--- config.mk ---
export PLATFORM = sky130hd
export DESIGN_NAME = can_filter_fifo_pointers
export DESIGN_NICKNAME = d
export VERILOG_FILES = /design/src/design/can_filter_pkg.sv /design/src/design/can_filter_fifo_pointers.sv
export SDC_FILE = /design/constraint.sdc
export NUM_CORES = 1
export LEC_CHECK = 0
export BUFFER_PORTS_ARGS = -buffer_cell sky130_fd_sc_hd__buf_2
export CORE_MARGIN = 5
export CORE_UTILIZATION = 40
export DETAILED_ROUTE_END_ITERATION = 10
export GPL_TIMING_DRIVEN = 0
export SLEW_MARGIN = 10
export SYNTH_ARGS = -nofsm -noshare
export SYNTH_HDL_FRONTEND = slang
export SYNTH_SLANG_ARGS = --single-unit
--- constraint.sdc ---
create_clock -name CLK -period 8.45 [get_ports CLK]
set_input_delay 1.2675 -clock CLK [delete_from_list [all_inputs] [get_ports CLK]]
set_output_delay 1.2675 -clock CLK [all_outputs]
set_load 0.03 [all_outputs]
--- src/design/can_filter_pkg.sv ---
/*
 * package for the receive filter and fifo bookkeeping block: register map,
 * field layout of the filter control word, reset values, carrier structs.
 * assumes one 32-bit axi4-lite slave port and a 100 MHz clock.
 */
package can_filter_pkg;

	// ----------------------------------------------------------------
	// register map (byte addresses)
	// ----------------------------------------------------------------
	localparam logic [7:0] FILTER_CONTROL_GROUP2_ADDR = 8'h00;
	localparam logic [7:0] FIFO_DIRECTION_ADDR = 8'h04;
	localparam logic [7:0] RX_DROP_COUNT_ADDR = 8'h08;
	localparam logic [7:0] FIFO_USER_ADDRESS_BASE = 8'h40;
	localparam logic [7:0] FIFO_MESSAGE_INDEX_BASE = 8'h80;

	// ----------------------------------------------------------------
	// field layout of one filter byte
	// ----------------------------------------------------------------
	localparam int FILTER_ENABLE_POS = 7;
	localparam int MASK_SELECT_POS = 5;
	localparam int FIFO_SELECT_POS = 0;
	localparam int FIRST_FILTER = 8;
	localparam int NUM_FILTERS = 4;
	localparam int NUM_FIFOS = 16;
	localparam int NUM_MASKS = 4;

	// ----------------------------------------------------------------
	// reset values and sizes
	// ----------------------------------------------------------------
	localparam logic [31:0] FILTER_CONTROL_RESET = 32'h0000_0000;
	localparam logic [15:0] FIFO_DIRECTION_RESET = 16'h0000;
	localparam logic [4:0] MESSAGE_INDEX_RESET = 5'h00;
	localparam logic [31:0] FIFO_AREA_BASE_DEFAULT = 32'h0000_1000;
	localparam logic [31:0] MESSAGE_BYTES = 32'h0000_0010;
	localparam int SLOTS_PER_FIFO = 32;

	// ----------------------------------------------------------------
	// carrier types
	// ----------------------------------------------------------------
	typedef struct packed {
		logic filter_enable;
		logic [1:0] mask_select;
		logic [4:0] fifo_select;
	} filter_field_t;

	typedef struct packed {
		logic [28:0] ident;
	} rx_ident_t;

	typedef struct packed {
		logic [28:0] ident;
		logic [3:0] fifo;
		logic [4:0] slot;
	} store_word_t;

	typedef enum logic [1:0] {
		BUS_IDLE = 2'b00,
		BUS_RESP = 2'b01
	} bus_state_t;

endpackage

--- src/design/can_filter_fifo_pointers.sv ---
/*
 * receive filters 8 to 11 with their control word, the per-fifo head and
 * tail pointers and their address and index read-backs, over axi4-lite.
 * assumes the mask values, the TX_DONE and RX_TAKEN pulses and a store sink from outside;
 * received identifiers arrive synchronous to CLK with valid and ready.
 */
// The register addresses and register access over AXI4-Lite are this design's own decisions.
`timescale 1ns/10ps
`default_nettype none
// What this block does
// - one byte per filter: enable, mask, fifo
// - enable bit makes filter take part
// - mask select picks one of four masks
// - fifo select routes to fifo 0 to 15
// - filter fields writable only while disabled
// - transmit fifo address reads the head
// - receive fifo address reads the tail
// - address bits 1 and 0 read zero
// - transmit index is next message to send
// - receive index is next slot to fill
// - index bits 31 to 5 read zero
module can_filter_fifo_pointers
	import can_filter_pkg::*;
#(
	parameter logic [31:0] FIFO_AREA_BASE = FIFO_AREA_BASE_DEFAULT
) (
	input wire logic CLK,
	input wire logic SYS_RST,
	input wire logic CLK_EN,
	input wire logic [7:0] S_AXI_AWADDR,
	input wire logic S_AXI_AWVALID,
	output logic S_AXI_AWREADY,
	input wire logic [31:0] S_AXI_WDATA,
	input wire logic [3:0] S_AXI_WSTRB,
	input wire logic S_AXI_WVALID,
	output logic S_AXI_WREADY,
	output logic [1:0] S_AXI_BRESP,
	output logic S_AXI_BVALID,
	input wire logic S_AXI_BREADY,
	input wire logic [7:0] S_AXI_ARADDR,
	input wire logic S_AXI_ARVALID,
	output logic S_AXI_ARREADY,
	output logic [31:0] S_AXI_RDATA,
	output logic [1:0] S_AXI_RRESP,
	output logic S_AXI_RVALID,
	input wire logic S_AXI_RREADY,
	input wire logic [115:0] MASK_VALUES,
	input wire rx_ident_t RX_IDENT,
	input wire logic RX_VALID,
	output logic RX_READY,
	output store_word_t STORE_DATA,
	output logic STORE_VALID,
	input wire logic STORE_READY,
	input wire logic [15:0] TX_DONE,
	input wire logic [15:0] RX_TAKEN
);

	typedef struct packed {
		logic [31:0] filter_control_group2_r;
		logic [15:0] fifo_transmit_direction_r;
		logic [15:0] drop_count_r;
		logic [NUM_FIFOS*5-1:0] head_r;
		logic [NUM_FIFOS*5-1:0] tail_r;
		store_word_t [1:0] buf_r;
		logic [1:0] buf_count_r;
		logic aw_held_r;
		logic [7:0] aw_addr_r;
		logic w_held_r;
		logic [31:0] w_data_r;
		logic [3:0] w_strb_r;
		bus_state_t wr_state_r;
		logic [1:0] bresp_r;
		bus_state_t rd_state_r;
		logic [31:0] rdata_r;
		logic [1:0] rresp_r;
	} state_t;

	state_t st_r;
	state_t st_nxt;
	logic [NUM_FILTERS-1:0] hit;
	logic [3:0] hit_fifo;
	logic any_hit;
	logic in_take;
	logic out_take;

	// ----------------------------------------------------------------
	// filter compare, one per filter
	// ----------------------------------------------------------------
	for (genvar f = 0; f < NUM_FILTERS; f++) begin : g_filter
		filter_field_t fld;
		logic [28:0] mask;
		logic [28:0] ref_id;
		assign fld = st_r.filter_control_group2_r[f*8 +: 8];
		assign mask = MASK_VALUES[fld.mask_select*29 +: 29];
		// filter reference id held as a constant per filter index
		assign ref_id = 29'(FIRST_FILTER + f);
		assign hit[f] = fld.filter_enable && !fld.fifo_select[4] &&
			(((RX_IDENT.ident ^ ref_id) & mask) == 29'h0);
	end

	// lowest filter number wins when several match
	always_comb begin
		any_hit = 1'b0;
		hit_fifo = 4'h0;
		for (int f = NUM_FILTERS - 1; f >= 0; f--) begin
			if (hit[f]) begin
				any_hit = 1'b1;
				hit_fifo = st_r.filter_control_group2_r[f*8 +: 4];
			end
		end
	end

	// handshakes of the two-entry buffer
	assign RX_READY = CLK_EN && (st_r.buf_count_r != 2'd2);
	assign in_take = RX_VALID && RX_READY;
	assign STORE_VALID = (st_r.buf_count_r != 2'd0);
	assign out_take = CLK_EN && STORE_VALID && STORE_READY;
	assign STORE_DATA = st_r.buf_r[0];

	// ----------------------------------------------------------------
	// next state
	// ----------------------------------------------------------------
	always_comb begin
		logic [7:0] waddr;
		logic [7:0] raddr;
		logic [3:0] n;
		logic [31:0] wbits;
		logic [31:0] mbits;
		logic [4:0] ptr;
		store_word_t entry;
		logic do_store;
		waddr = 8'h00;
		raddr = 8'h00;
		n = 4'h0;
		wbits = 32'h0;
		mbits = 32'h0;
		ptr = 5'h00;
		entry = '0;
		do_store = 1'b0;
		st_nxt = st_r;

		// fifo pointers move on transmit done and on software taking
		for (int q = 0; q < NUM_FIFOS; q++) begin
			if (st_r.fifo_transmit_direction_r[q] && TX_DONE[q])
				st_nxt.tail_r[q*5 +: 5] = st_r.tail_r[q*5 +: 5] + 5'd1;
			if (!st_r.fifo_transmit_direction_r[q] && RX_TAKEN[q])
				st_nxt.tail_r[q*5 +: 5] = st_r.tail_r[q*5 +: 5] + 5'd1;
		end

		// incoming identifier: keep it only when a filter accepts it
		if (in_take && any_hit) begin
			entry.ident = RX_IDENT.ident;
			entry.fifo = hit_fifo;
			entry.slot = st_r.head_r[hit_fifo*5 +: 5];
			do_store = 1'b1;
			st_nxt.head_r[hit_fifo*5 +: 5] = entry.slot + 5'd1;
		end else if (in_take) begin
			st_nxt.drop_count_r = st_r.drop_count_r + 16'd1;
		end

		// two-entry buffer toward the message store
		unique case ({do_store, out_take})
			2'b10: begin
				st_nxt.buf_r[st_r.buf_count_r[0]] = entry;
				st_nxt.buf_count_r = st_r.buf_count_r + 2'd1;
			end
			2'b01: begin
				st_nxt.buf_r[0] = st_r.buf_r[1];
				st_nxt.buf_count_r = st_r.buf_count_r - 2'd1;
			end
			2'b11: begin
				st_nxt.buf_r[0] = (st_r.buf_count_r == 2'd1) ? entry :
					st_r.buf_r[1];
				st_nxt.buf_r[1] = entry;
			end
			default: ;
		endcase

		// write channel: hold address and data until both are here
		if (S_AXI_AWVALID && S_AXI_AWREADY) begin
			st_nxt.aw_held_r = 1'b1;
			st_nxt.aw_addr_r = S_AXI_AWADDR;
		end
		if (S_AXI_WVALID && S_AXI_WREADY) begin
			st_nxt.w_held_r = 1'b1;
			st_nxt.w_data_r = S_AXI_WDATA;
			st_nxt.w_strb_r = S_AXI_WSTRB;
		end
		unique case (st_r.wr_state_r)
			BUS_IDLE: begin
				if (st_r.aw_held_r && st_r.w_held_r) begin
					waddr = st_r.aw_addr_r;
					st_nxt.aw_held_r = 1'b0;
					st_nxt.w_held_r = 1'b0;
					st_nxt.wr_state_r = BUS_RESP;
					st_nxt.bresp_r = 2'b00;
					for (int b = 0; b < 4; b++)
						wbits[b*8 +: 8] = {8{st_r.w_strb_r[b]}};
					if (waddr == FILTER_CONTROL_GROUP2_ADDR) begin
						for (int f = 0; f < NUM_FILTERS; f++) begin
							// locked while the filter is enabled
							if (!st_r.filter_control_group2_r[f*8 + FILTER_ENABLE_POS])
								mbits[f*8 +: 8] = wbits[f*8 +: 8];
						end
						st_nxt.filter_control_group2_r =
							(st_r.filter_control_group2_r & ~mbits) |
							(st_r.w_data_r & mbits);
					end else if (waddr == FIFO_DIRECTION_ADDR) begin
						mbits = wbits & 32'h0000_ffff;
						st_nxt.fifo_transmit_direction_r =
							16'((32'(st_r.fifo_transmit_direction_r) & ~mbits) |
							(st_r.w_data_r & mbits));
					end else if (waddr == RX_DROP_COUNT_ADDR) begin
						st_nxt.drop_count_r = 16'h0000;
					end else begin
						st_nxt.bresp_r = 2'b10;
					end
				end
			end
			BUS_RESP: begin
				if (S_AXI_BREADY)
					st_nxt.wr_state_r = BUS_IDLE;
			end
			default: st_nxt.wr_state_r = BUS_IDLE;
		endcase

		// read channel
		unique case (st_r.rd_state_r)
			BUS_IDLE: begin
				if (S_AXI_ARVALID) begin
					raddr = S_AXI_ARADDR;
					n = raddr[5:2];
					st_nxt.rd_state_r = BUS_RESP;
					st_nxt.rresp_r = 2'b00;
					st_nxt.rdata_r = 32'h0;
					// transmit reads the head, receive the tail
					ptr = st_r.fifo_transmit_direction_r[n] ?
						st_r.head_r[n*5 +: 5] : st_r.tail_r[n*5 +: 5];
					if (raddr == FILTER_CONTROL_GROUP2_ADDR)
						st_nxt.rdata_r = st_r.filter_control_group2_r;
					else if (raddr == FIFO_DIRECTION_ADDR)
						st_nxt.rdata_r = {16'h0, st_r.fifo_transmit_direction_r};
					else if (raddr == RX_DROP_COUNT_ADDR)
						st_nxt.rdata_r = {16'h0, st_r.drop_count_r};
					else if (raddr[7:6] == FIFO_USER_ADDRESS_BASE[7:6] &&
						raddr[1:0] == 2'b00)
						st_nxt.rdata_r = (FIFO_AREA_BASE +
							32'(n) * 32'(SLOTS_PER_FIFO) * MESSAGE_BYTES +
							32'(ptr) * MESSAGE_BYTES) & 32'hffff_fffc;
					else if (raddr[7:6] == FIFO_MESSAGE_INDEX_BASE[7:6] &&
						raddr[1:0] == 2'b00)
						// transmit: next to send, receive: next slot to fill
						st_nxt.rdata_r = {27'h0, st_r.fifo_transmit_direction_r[n] ?
							st_r.tail_r[n*5 +: 5] : st_r.head_r[n*5 +: 5]};
					else
						st_nxt.rresp_r = 2'b10;
				end
			end
			BUS_RESP: begin
				if (S_AXI_RREADY)
					st_nxt.rd_state_r = BUS_IDLE;
			end
			default: st_nxt.rd_state_r = BUS_IDLE;
		endcase
	end

	// ----------------------------------------------------------------
	// state register
	// ----------------------------------------------------------------
	always_ff @(posedge CLK) begin
		if (SYS_RST) begin
			st_r <= '0;
			st_r.filter_control_group2_r <= FILTER_CONTROL_RESET;
			st_r.fifo_transmit_direction_r <= FIFO_DIRECTION_RESET;
			st_r.head_r <= {NUM_FIFOS{MESSAGE_INDEX_RESET}};
			st_r.tail_r <= {NUM_FIFOS{MESSAGE_INDEX_RESET}};
			st_r.wr_state_r <= BUS_IDLE;
			st_r.rd_state_r <= BUS_IDLE;
		end else if (CLK_EN) begin
			st_r <= st_nxt;
		end
	end

	// bus outputs
	assign S_AXI_AWREADY = CLK_EN && !st_r.aw_held_r;
	assign S_AXI_WREADY = CLK_EN && !st_r.w_held_r;
	assign S_AXI_BVALID = (st_r.wr_state_r == BUS_RESP);
	assign S_AXI_BRESP = st_r.bresp_r;
	assign S_AXI_ARREADY = CLK_EN && (st_r.rd_state_r == BUS_IDLE);
	assign S_AXI_RVALID = (st_r.rd_state_r == BUS_RESP);
	assign S_AXI_RDATA = st_r.rdata_r;
	assign S_AXI_RRESP = st_r.rresp_r;

endmodule // can_filter_fifo_pointers
`default_nettype wire

==> out/summary.md, run 1 <==
* multiplexer area fraction after synthesis: 21.24%
* Peak VDD IR: 0.0001531 V
* type of the worst setup path: register to register
* Max clock buf depth: 3
* top cell family by delay on the critical path: buffers and inverters
* critical-path cell list: buf_2 > buf_6 > buf_6 > mux2i_1 > o32ai_1 > nor4_1 > nand4_1 > a2111oi_2 > o311a_4 > or2_1 > buf_6 > buf_12 > buf_12 > mux2i_1 > mux2i_1 > o211a_2 > nor2_1 > buf_2 > inv_1 > ha_1 > xor2_1 > clkbuf_1 > nand3_1 > a21oi_1
* floorplan die height: 259.7 µm
* post-synthesis sequential element count: 384
* Clock Sinks: 384
* relative slew slack: 10.06%
* highest-count cells in the layout ignoring fill and taps: sky130_fd_sc_hd__nand2_1 (396), sky130_fd_sc_hd__dfxtp_1 (384), sky130_fd_sc_hd__buf_2 (333), sky130_fd_sc_hd__nor2_1 (284), sky130_fd_sc_hd__mux2i_1 (224)
* arrival time of the worst setup path: 7.78 ns
* share of the cycle needed by the critical path after routing: 86.09%
* WP data required: 8.96 ns
* distinct cell type count after synthesis: 105
* destination of the worst hold path: S_AXI_RDATA[25]
* WL per Instance: 27.53 µm
* # rows: 91
* total iterations of the first detailed-routing run: 7
* fin nets: 3512
* Worst Reg-to-Reg Cells: 24
* count of buffers added by post-CTS timing repair for setup: 0
* layout-stage area growth over the synthesis result: 15.88%
* total number of yosys warnings: 0
* main combinational cell family by area after synthesis: multiplexers
* count of input and output buffers: 296
* xor and xnor fraction of the mapped netlist area: 3.081%
* Post-Synthesis Cells: 2904
* Antenna Nets Post-Route: 0
* Hold Worst Slack: 0.4521 ns
* I/O pin total: 320
* share of final-layout standard cells stronger than drive strength 1: 21.63%
* post-CTS resize count: 0
* kind of end point of the critical path: register
* destination of the worst register-to-register timing path: st_r[301]
* via count of the first global-routing pass: 23470
* Setup TNS: 0 ns
* worst-case register-to-register setup slack: 1.18 ns
* largest net degree at the start of global routing: 14
* run status: completed
* total via count in the routed design: 25400
* ratio of routed vias to standard cells: 6.165
* number of buffers added by the clock tree synthesis step: 42
* Final Wtd Congestion: 1.031
* number of cells on the worst hold path: 2
* combined global-route utilization of all metal layers: 31.87%
* fraction of the mapped netlist area in simple logic gates: 19.78%
* power density over the cells: 147.1 nW/µm²
* number of enable-type register cells in the synthesized netlist: 0
* Max Clock Skew: 0.03483 ns
* Setup violations, final: 0
* CTS tree: yes
* setup repair after global routing missed its margin: no
* initial antenna violation count: 5
* Detail Placement HPWL: 88820 µm
* depth of the CTS H-tree: 2
* class of the worst hold path: register to register
* overall power after layout: 4.251 mW
* Post-Syn Area: 24940 µm²
* post-synthesis share of cell area spent on full adders, half adders and majority gates: 1.405%
* Congestion Overflow GR: 0
* violation count after the first detailed-routing iteration: 3022
* maximum net fanout on the critical path: 11
* latest clock arrival within the worst-skew pair: 0.59 ns
* die outline width: 259.7 µm
* initial core utilization: 40.41%
* hold violation total from the final report: 0
* max frequency: 0.1375 GHz
* standby leakage power: 10.28 nW
* CTS clock-pin slew for the worst setup and hold paths: 0.06 ns
* root buffer selected by CTS: sky130_fd_sc_hd__clkbuf_16
* worst hold start: S_AXI_RDATA[25]
* commonest non-fill, non-tap cell in the layout: sky130_fd_sc_hd__nand2_1
* slew at the pin with the worst max-slew slack: 1.343 ns
* Fillers: 6263
* Reg-to-Reg Start: g_filter[3].fld[6]
* CP Launch Type: register
* final number of max-transition violations: 0
* Min Clock Period, post-route: 7.274 ns
* complex-gate fraction of the synthesized area: 16.46%
* Bufs and invs on worst path: 9
* global-route wire length before repair: 161600 µm
* Routed Wire Length: 113400 µm
* post-synthesis async set-or-reset flop share: 0%
* # DRC: 0
* Top FF cell, synth: sky130_fd_sc_hd__dfxtp_1
* hold bufs inserted after CTS: 0
* Total Die Area: 67440 µm²
* post-synthesis sequential area ratio: 30.83%
* maximum single-stage delay on the critical path: 0.60 ns
* mean instance size in the synthesized netlist: 8.587 µm²
* cell with the largest stage delay on the worst path: sky130_fd_sc_hd__mux2i_1
* count of max-cap constraint violations: 0
* Core Box Area: 61710 µm²
==> final cells by class <==
type                       count  area [µm²]  area share (%)
antenna                        5       12.51         0.04330
buffer                       287        1594           5.516
clock buffer                  64        1255           4.343
clock inverter                13       148.9          0.5152
inverter                      53       198.9          0.6884
multi-input combinational   2181       15470           53.54
sequential                   384        7687           26.60
tap                          837        1047           3.624
timing repair buffer         296        1481           5.126
==> how the worst max path moves through the flow <==
stage | end | slack [ns] | startpoint | cells after the start
3_3_place_gp | st_r[261] | 0.94 | RX_IDENT[8] | 22
4_1_cts | st_r[261] | 1.31 | g_filter[0].fld[6] | 24
2_1_floorplan | st_r[261] | 3.01 | MASK_VALUES[93] | 21
6_report | st_r[301] | 1.18 | g_filter[3].fld[6] | 24
3_5_place_dp | st_r[261] | 0.97 | RX_IDENT[7] | 17
5_1_grt | st_r[301] | 0.83 | g_filter[0].fld[6] | 24
==> tightest hold or removal path, stage by stage (launching register included) <==
cell and delay [ns]:
sky130_fd_sc_hd__dfxtp_1 0.31, sky130_fd_sc_hd__nand2_1 0.05, sky130_fd_sc_hd__a21oi_1 0.05
==> registers in the layout, summed over array words and instances (netlist names) <==
register,cells
st_r,280
S_AXI_RDATA,32
S_AXI_RRESP,1
S_AXI_BRESP,1
g_filter.fld,32
STORE_DATA,38
==> synth_stat cells (37+ instances only) <==
library cell / count / area share, %
sky130_fd_sc_hd__nor3_1: 37 / 0.74
sky130_fd_sc_hd__nand4_1: 72 / 1.8
sky130_fd_sc_hd__o22ai_1: 48 / 1.2
sky130_fd_sc_hd__buf_2: 37 / 0.74
sky130_fd_sc_hd__buf_4: 81 / 2.4
sky130_fd_sc_hd__nor2_1: 284 / 4.3
sky130_fd_sc_hd__inv_1: 49 / 0.74
sky130_fd_sc_hd__dfxtp_1: 384 / 31
sky130_fd_sc_hd__xor2_1: 62 / 2.2
sky130_fd_sc_hd__a22oi_1: 37 / 1.1
sky130_fd_sc_hd__nand2_1: 396 / 6.0
sky130_fd_sc_hd__nand3_1: 99 / 2.0
sky130_fd_sc_hd__mux4_2: 96 / 8.7
sky130_fd_sc_hd__a21oi_1: 162 / 3.3
sky130_fd_sc_hd__o21ai_0: 97 / 1.9
sky130_fd_sc_hd__mux2_2: 63 / 2.8
sky130_fd_sc_hd__a211oi_1: 40 / 1.2
sky130_fd_sc_hd__mux2i_1: 224 / 9.0
sky130_fd_sc_hd__clkbuf_1: 138 / 2.1
==> power by group <==
part	switching [mW]	internal, mW
logic	0.330	0.168
registers	0.0252	1.84
clock network	0.798	1.09
==> cells by family (layout without fill, tap and decap cells) <==
| group | count (synthesis) | count (layout) |
|---|---|---|
| AOI/OAI and AO/OA | 602 | 602 |
| xor gates and xnor gates | 86 | 86 |
| adders and majority gates | 28 | 28 |
| buffers and inverters | 340 | 713 |
| DFF | 384 | 384 |
| muxes | 399 | 399 |
| other | 1 | 7 |
| and+or+nand+nor | 1064 | 1064 |
==> layer usage <==
metal / global-route usage, % / share of wire [%]
met1: 43.40 / 41
met2: 49.21 / 44
met3: 7.165 / 10
met4: 12.83 / 5.0
met5: 0 / 0
==> stage by stage <==
stage | area (µm²) | utilization (%) | std cells | worst slack [ns]
2_1_floorplan | 24940 | - | 2905 | 3.015
3_3_place_gp | 27470 | 44.51 | 4038 | 0.9356
3_5_place_dp | 27470 | 44.51 | 4038 | 0.9660
4_1_cts | 28870 | 46.79 | 4115 | 1.315
5_1_grt | 28900 | 46.82 | 4119 | 0.8300
6_report | 28900 | 46.83 | 4120 | 1.176
Note: power is estimated with default switching activity, not from simulation.
==> run 2: changes to the inputs <==
--- a/config.mk
+++ b/config.mk
@@ -5,10 +5,10 @@
 export SDC_FILE = /design/constraint.sdc
 export NUM_CORES = 1
 export LEC_CHECK = 0
-export BUFFER_PORTS_ARGS = -buffer_cell sky130_fd_sc_hd__buf_2
 export CORE_MARGIN = 5
 export CORE_UTILIZATION = 40
 export DETAILED_ROUTE_END_ITERATION = 10
+export DONT_BUFFER_PORTS = 1
 export GPL_TIMING_DRIVEN = 0
 export SLEW_MARGIN = 10
 export SYNTH_ARGS = -nofsm -noshare
==> constraint.sdc (replaced) <==
create_clock -name CLK -period 8.45 [get_ports CLK]
set_input_delay 1.2675 -clock CLK [delete_from_list [all_inputs] [get_ports CLK]]
set_output_delay 1.2675 -clock CLK [all_outputs]
set_load 0.01 [all_outputs]
==> out/summary.md, run 2 (same netlist as run 1, synthesis figures left out) <==
* relative slew slack: 12.57%, +2.5 points
* max frequency: 0.1315 GHz, -4.4%
* CP Launch Type: register
* I/O pin total: 320, unchanged
* Total Die Area: 67440 µm², unchanged
* Hold Worst Slack: 0.4604 ns, +0.008308 ns
* count of max-cap constraint violations: 0, unchanged
* Fillers: 6163, -1.6%
* layout-stage area growth over the synthesis result: 9.919%
* Congestion Overflow GR: 0, unchanged
* hold violation total from the final report: 0, unchanged
* worst hold start: st_r[69]
* Routed Wire Length: 117800 µm, +3.9%
* number of buffers added by the clock tree synthesis step: 41, -2.4%
* die outline width: 259.7 µm, unchanged
* # rows: 91, unchanged
* Clock Sinks: 384, unchanged
* count of input and output buffers: 0, -100%
* kind of end point of the critical path: register
* destination of the worst register-to-register timing path: st_r[296]
* max reg flops: 280, unchanged
* floorplan die height: 259.7 µm, unchanged
* depth of the CTS H-tree: 2, unchanged
* arrival time of the worst setup path: 8.12 ns, +0.34 ns
* via count of the first global-routing pass: 23360, -0.47%
* highest-count cells in the layout ignoring fill and taps: sky130_fd_sc_hd__nand2_1 (396), sky130_fd_sc_hd__dfxtp_1 (384), sky130_fd_sc_hd__nor2_1 (284), sky130_fd_sc_hd__mux2i_1 (224), sky130_fd_sc_hd__a21oi_1 (162)
* post-CTS resize count: 0, unchanged
* Max Clock Skew: 0.03344 ns, -0.001388 ns
* overall power after layout: 4.163 mW, -2.1%
* Worst Reg-to-Reg Cells: 22, -8.3%
* total via count in the routed design: 24830, -2.2%
* Setup violations, final: 0, unchanged
* Reg-to-Reg Start: g_filter[2].fld[6]
* Final Wtd Congestion: 1.007, -2.4%
* initial core utilization: 40.41%, unchanged
* # DRC: 0, unchanged
* fraction of the core area covered by cells at the end of the flow: 44.42%, -2.4 points
* Core Box Area: 61710 µm², unchanged
* fin nets: 3215, -8.5%
* initial antenna violation count: 5, unchanged
* Antenna Nets Post-Route: 0, unchanged
* count of buffers added by post-CTS timing repair for setup: 0, unchanged
* run status: completed
* destination of the worst hold path: st_r[69]
* Setup TNS: 0 ns, unchanged
* power density over the cells: 151.9 nW/µm², +3.2%
* commonest non-fill, non-tap cell in the layout: sky130_fd_sc_hd__nand2_1
* Min Clock Period, post-route: 7.607 ns, +0.3328 ns
* CTS tree: yes
* maximum net fanout on the critical path: 10, -1
* violation count after the first detailed-routing iteration: 3062, +1.3%
* Peak VDD IR: 0.0001741 V, +14%
* WL per Instance: 30.86 µm, +12%
* ratio of routed vias to standard cells: 6.506, +5.5%
* slew at the pin with the worst max-slew slack: 1.305 ns, -0.03751 ns
* root buffer selected by CTS: sky130_fd_sc_hd__clkbuf_16
* Max clock buf depth: 3, unchanged
* combined global-route utilization of all metal layers: 33.02%, +1.1 points
* standby leakage power: 8.992 nW, -13%
* number of cells on the worst hold path: 2, unchanged
* type of the worst setup path: register to register
* share of final-layout standard cells stronger than drive strength 1: 13.74%, -7.9 points
* setup repair after global routing missed its margin: no
* class of the worst hold path: register to register
* largest net degree at the start of global routing: 15, +1
* total iterations of the first detailed-routing run: 7, unchanged
* share of the cycle needed by the critical path after routing: 90.02%, +3.9 points
* hold bufs inserted after CTS: 0, unchanged
* CTS clock-pin slew for the worst setup and hold paths: 0.06 ns, about the same
* largest reg by FF count: st_r
* worst-case register-to-register setup slack: 0.84 ns, -0.33 ns
* final number of max-transition violations: 0, unchanged
* WP data required: 8.96 ns, about the same
* global-route wire length before repair: 165400 µm, +2.3%
* Detail Placement HPWL: 92830 µm, +4.5%
* latest clock arrival within the worst-skew pair: 0.59 ns, about the same
[run 2: changes by cell type in the layout (fill, tap and decap cells not counted), moves of 2 or more]
cell | previous run | this run
sky130_fd_sc_hd__clkinv_8 | 2 | 0
sky130_fd_sc_hd__inv_6 | 3 | 1
sky130_fd_sc_hd__buf_2 | 333 | 37
sky130_fd_sc_hd__clkbuf_8 | 10 | 7
sky130_fd_sc_hd__clkbuf_1 | 148 | 145
sky130_fd_sc_hd__bufinv_16 | 2 | 5
[run 2: metal layers]
metal / GRT usage [%] / vias up / wire (µm) / share of wire [%]
met4: 12.65 / 2 / 5574 / 4.7
li1: - / 10700 / - / -
met2: 51.86 / 1549 / 52400 / 44
met5: 0 / - / 13 / 0.011
met1: 43.81 / 12250 / 47630 / 40
met3: 8.534 / 330 / 12190 / 10
[run 2: worst max path at each step]
stage | startpoint | endpoint | depth (start not counted)
3_5_place_dp | RX_IDENT[9] | st_r[296] | 22
4_1_cts | g_filter[3].fld[6] | st_r[296] | 24
6_report | g_filter[2].fld[6] | st_r[296] | 22
5_1_grt | g_filter[2].fld[6] | st_r[296] | 22
3_3_place_gp | RX_IDENT[9] | st_r[261] | 22
2_1_floorplan | MASK_VALUES[93] | st_r[261] | 21
[run 2: through the flow]
step / setup WS (ns) / cell area [µm²] / instances
after floorplan: 3.015 / 24940 / 2905
after global placement: 0.6935 / 25990 / 3742
after detailed placement: 0.7236 / 25990 / 3742
after CTS: 1.251 / 27400 / 3813
after global routing: 0.6620 / 27410 / 3815
final: 0.8430 / 27410 / 3817
[run 2: area by class of cell]
| type | count | area [µm²] | share of cell area [%] |
|---|---|---|---|
| sequential | 384 | 7687 | 28.04 |
| multi-input combinational | 2181 | 15470 | 56.43 |
| clock buffer | 57 | 1199 | 4.373 |
| inverter | 53 | 198.9 | 0.7258 |
| antenna | 4 | 10.01 | 0.03652 |
| clock inverter | 14 | 207.7 | 0.7577 |
| buffer | 287 | 1593 | 5.811 |
| tap | 837 | 1047 | 3.821 |
[run 2: report_power, final]
group | internal, mW | switching [mW] | leakage, nW
logic | 0.129 | 0.245 | 5.19
clock network | 1.14 | 0.782 | 0.693
registers | 1.84 | 0.0260 | 3.10
total | 3.11 | 1.05 | 8.99
[run 2: critical path, stage by stage (launching register included)]
cell and delay, ns:
sky130_fd_sc_hd__dfxtp_1 0.39, sky130_fd_sc_hd__buf_4 0.21, sky130_fd_sc_hd__buf_2 0.42, sky130_fd_sc_hd__mux2i_1 0.62, sky130_fd_sc_hd__o22ai_1 0.14, sky130_fd_sc_hd__nor4_1 0.43
sky130_fd_sc_hd__nand4_1 0.41, sky130_fd_sc_hd__or3_1 0.53, sky130_fd_sc_hd__clkbuf_1 0.27, sky130_fd_sc_hd__a211oi_1 0.49, sky130_fd_sc_hd__o21ai_2 0.24, sky130_fd_sc_hd__buf_2 0.27
sky130_fd_sc_hd__nor2_1 0.24, sky130_fd_sc_hd__a22oi_1 0.15, sky130_fd_sc_hd__o211a_2 0.27, sky130_fd_sc_hd__nor2_1 0.59, sky130_fd_sc_hd__buf_2 0.37, sky130_fd_sc_hd__inv_1 0.07
sky130_fd_sc_hd__ha_1 0.22, sky130_fd_sc_hd__xor2_1 0.21, sky130_fd_sc_hd__clkbuf_1 0.64, sky130_fd_sc_hd__nand3_1 0.15, sky130_fd_sc_hd__a21oi_1 0.19
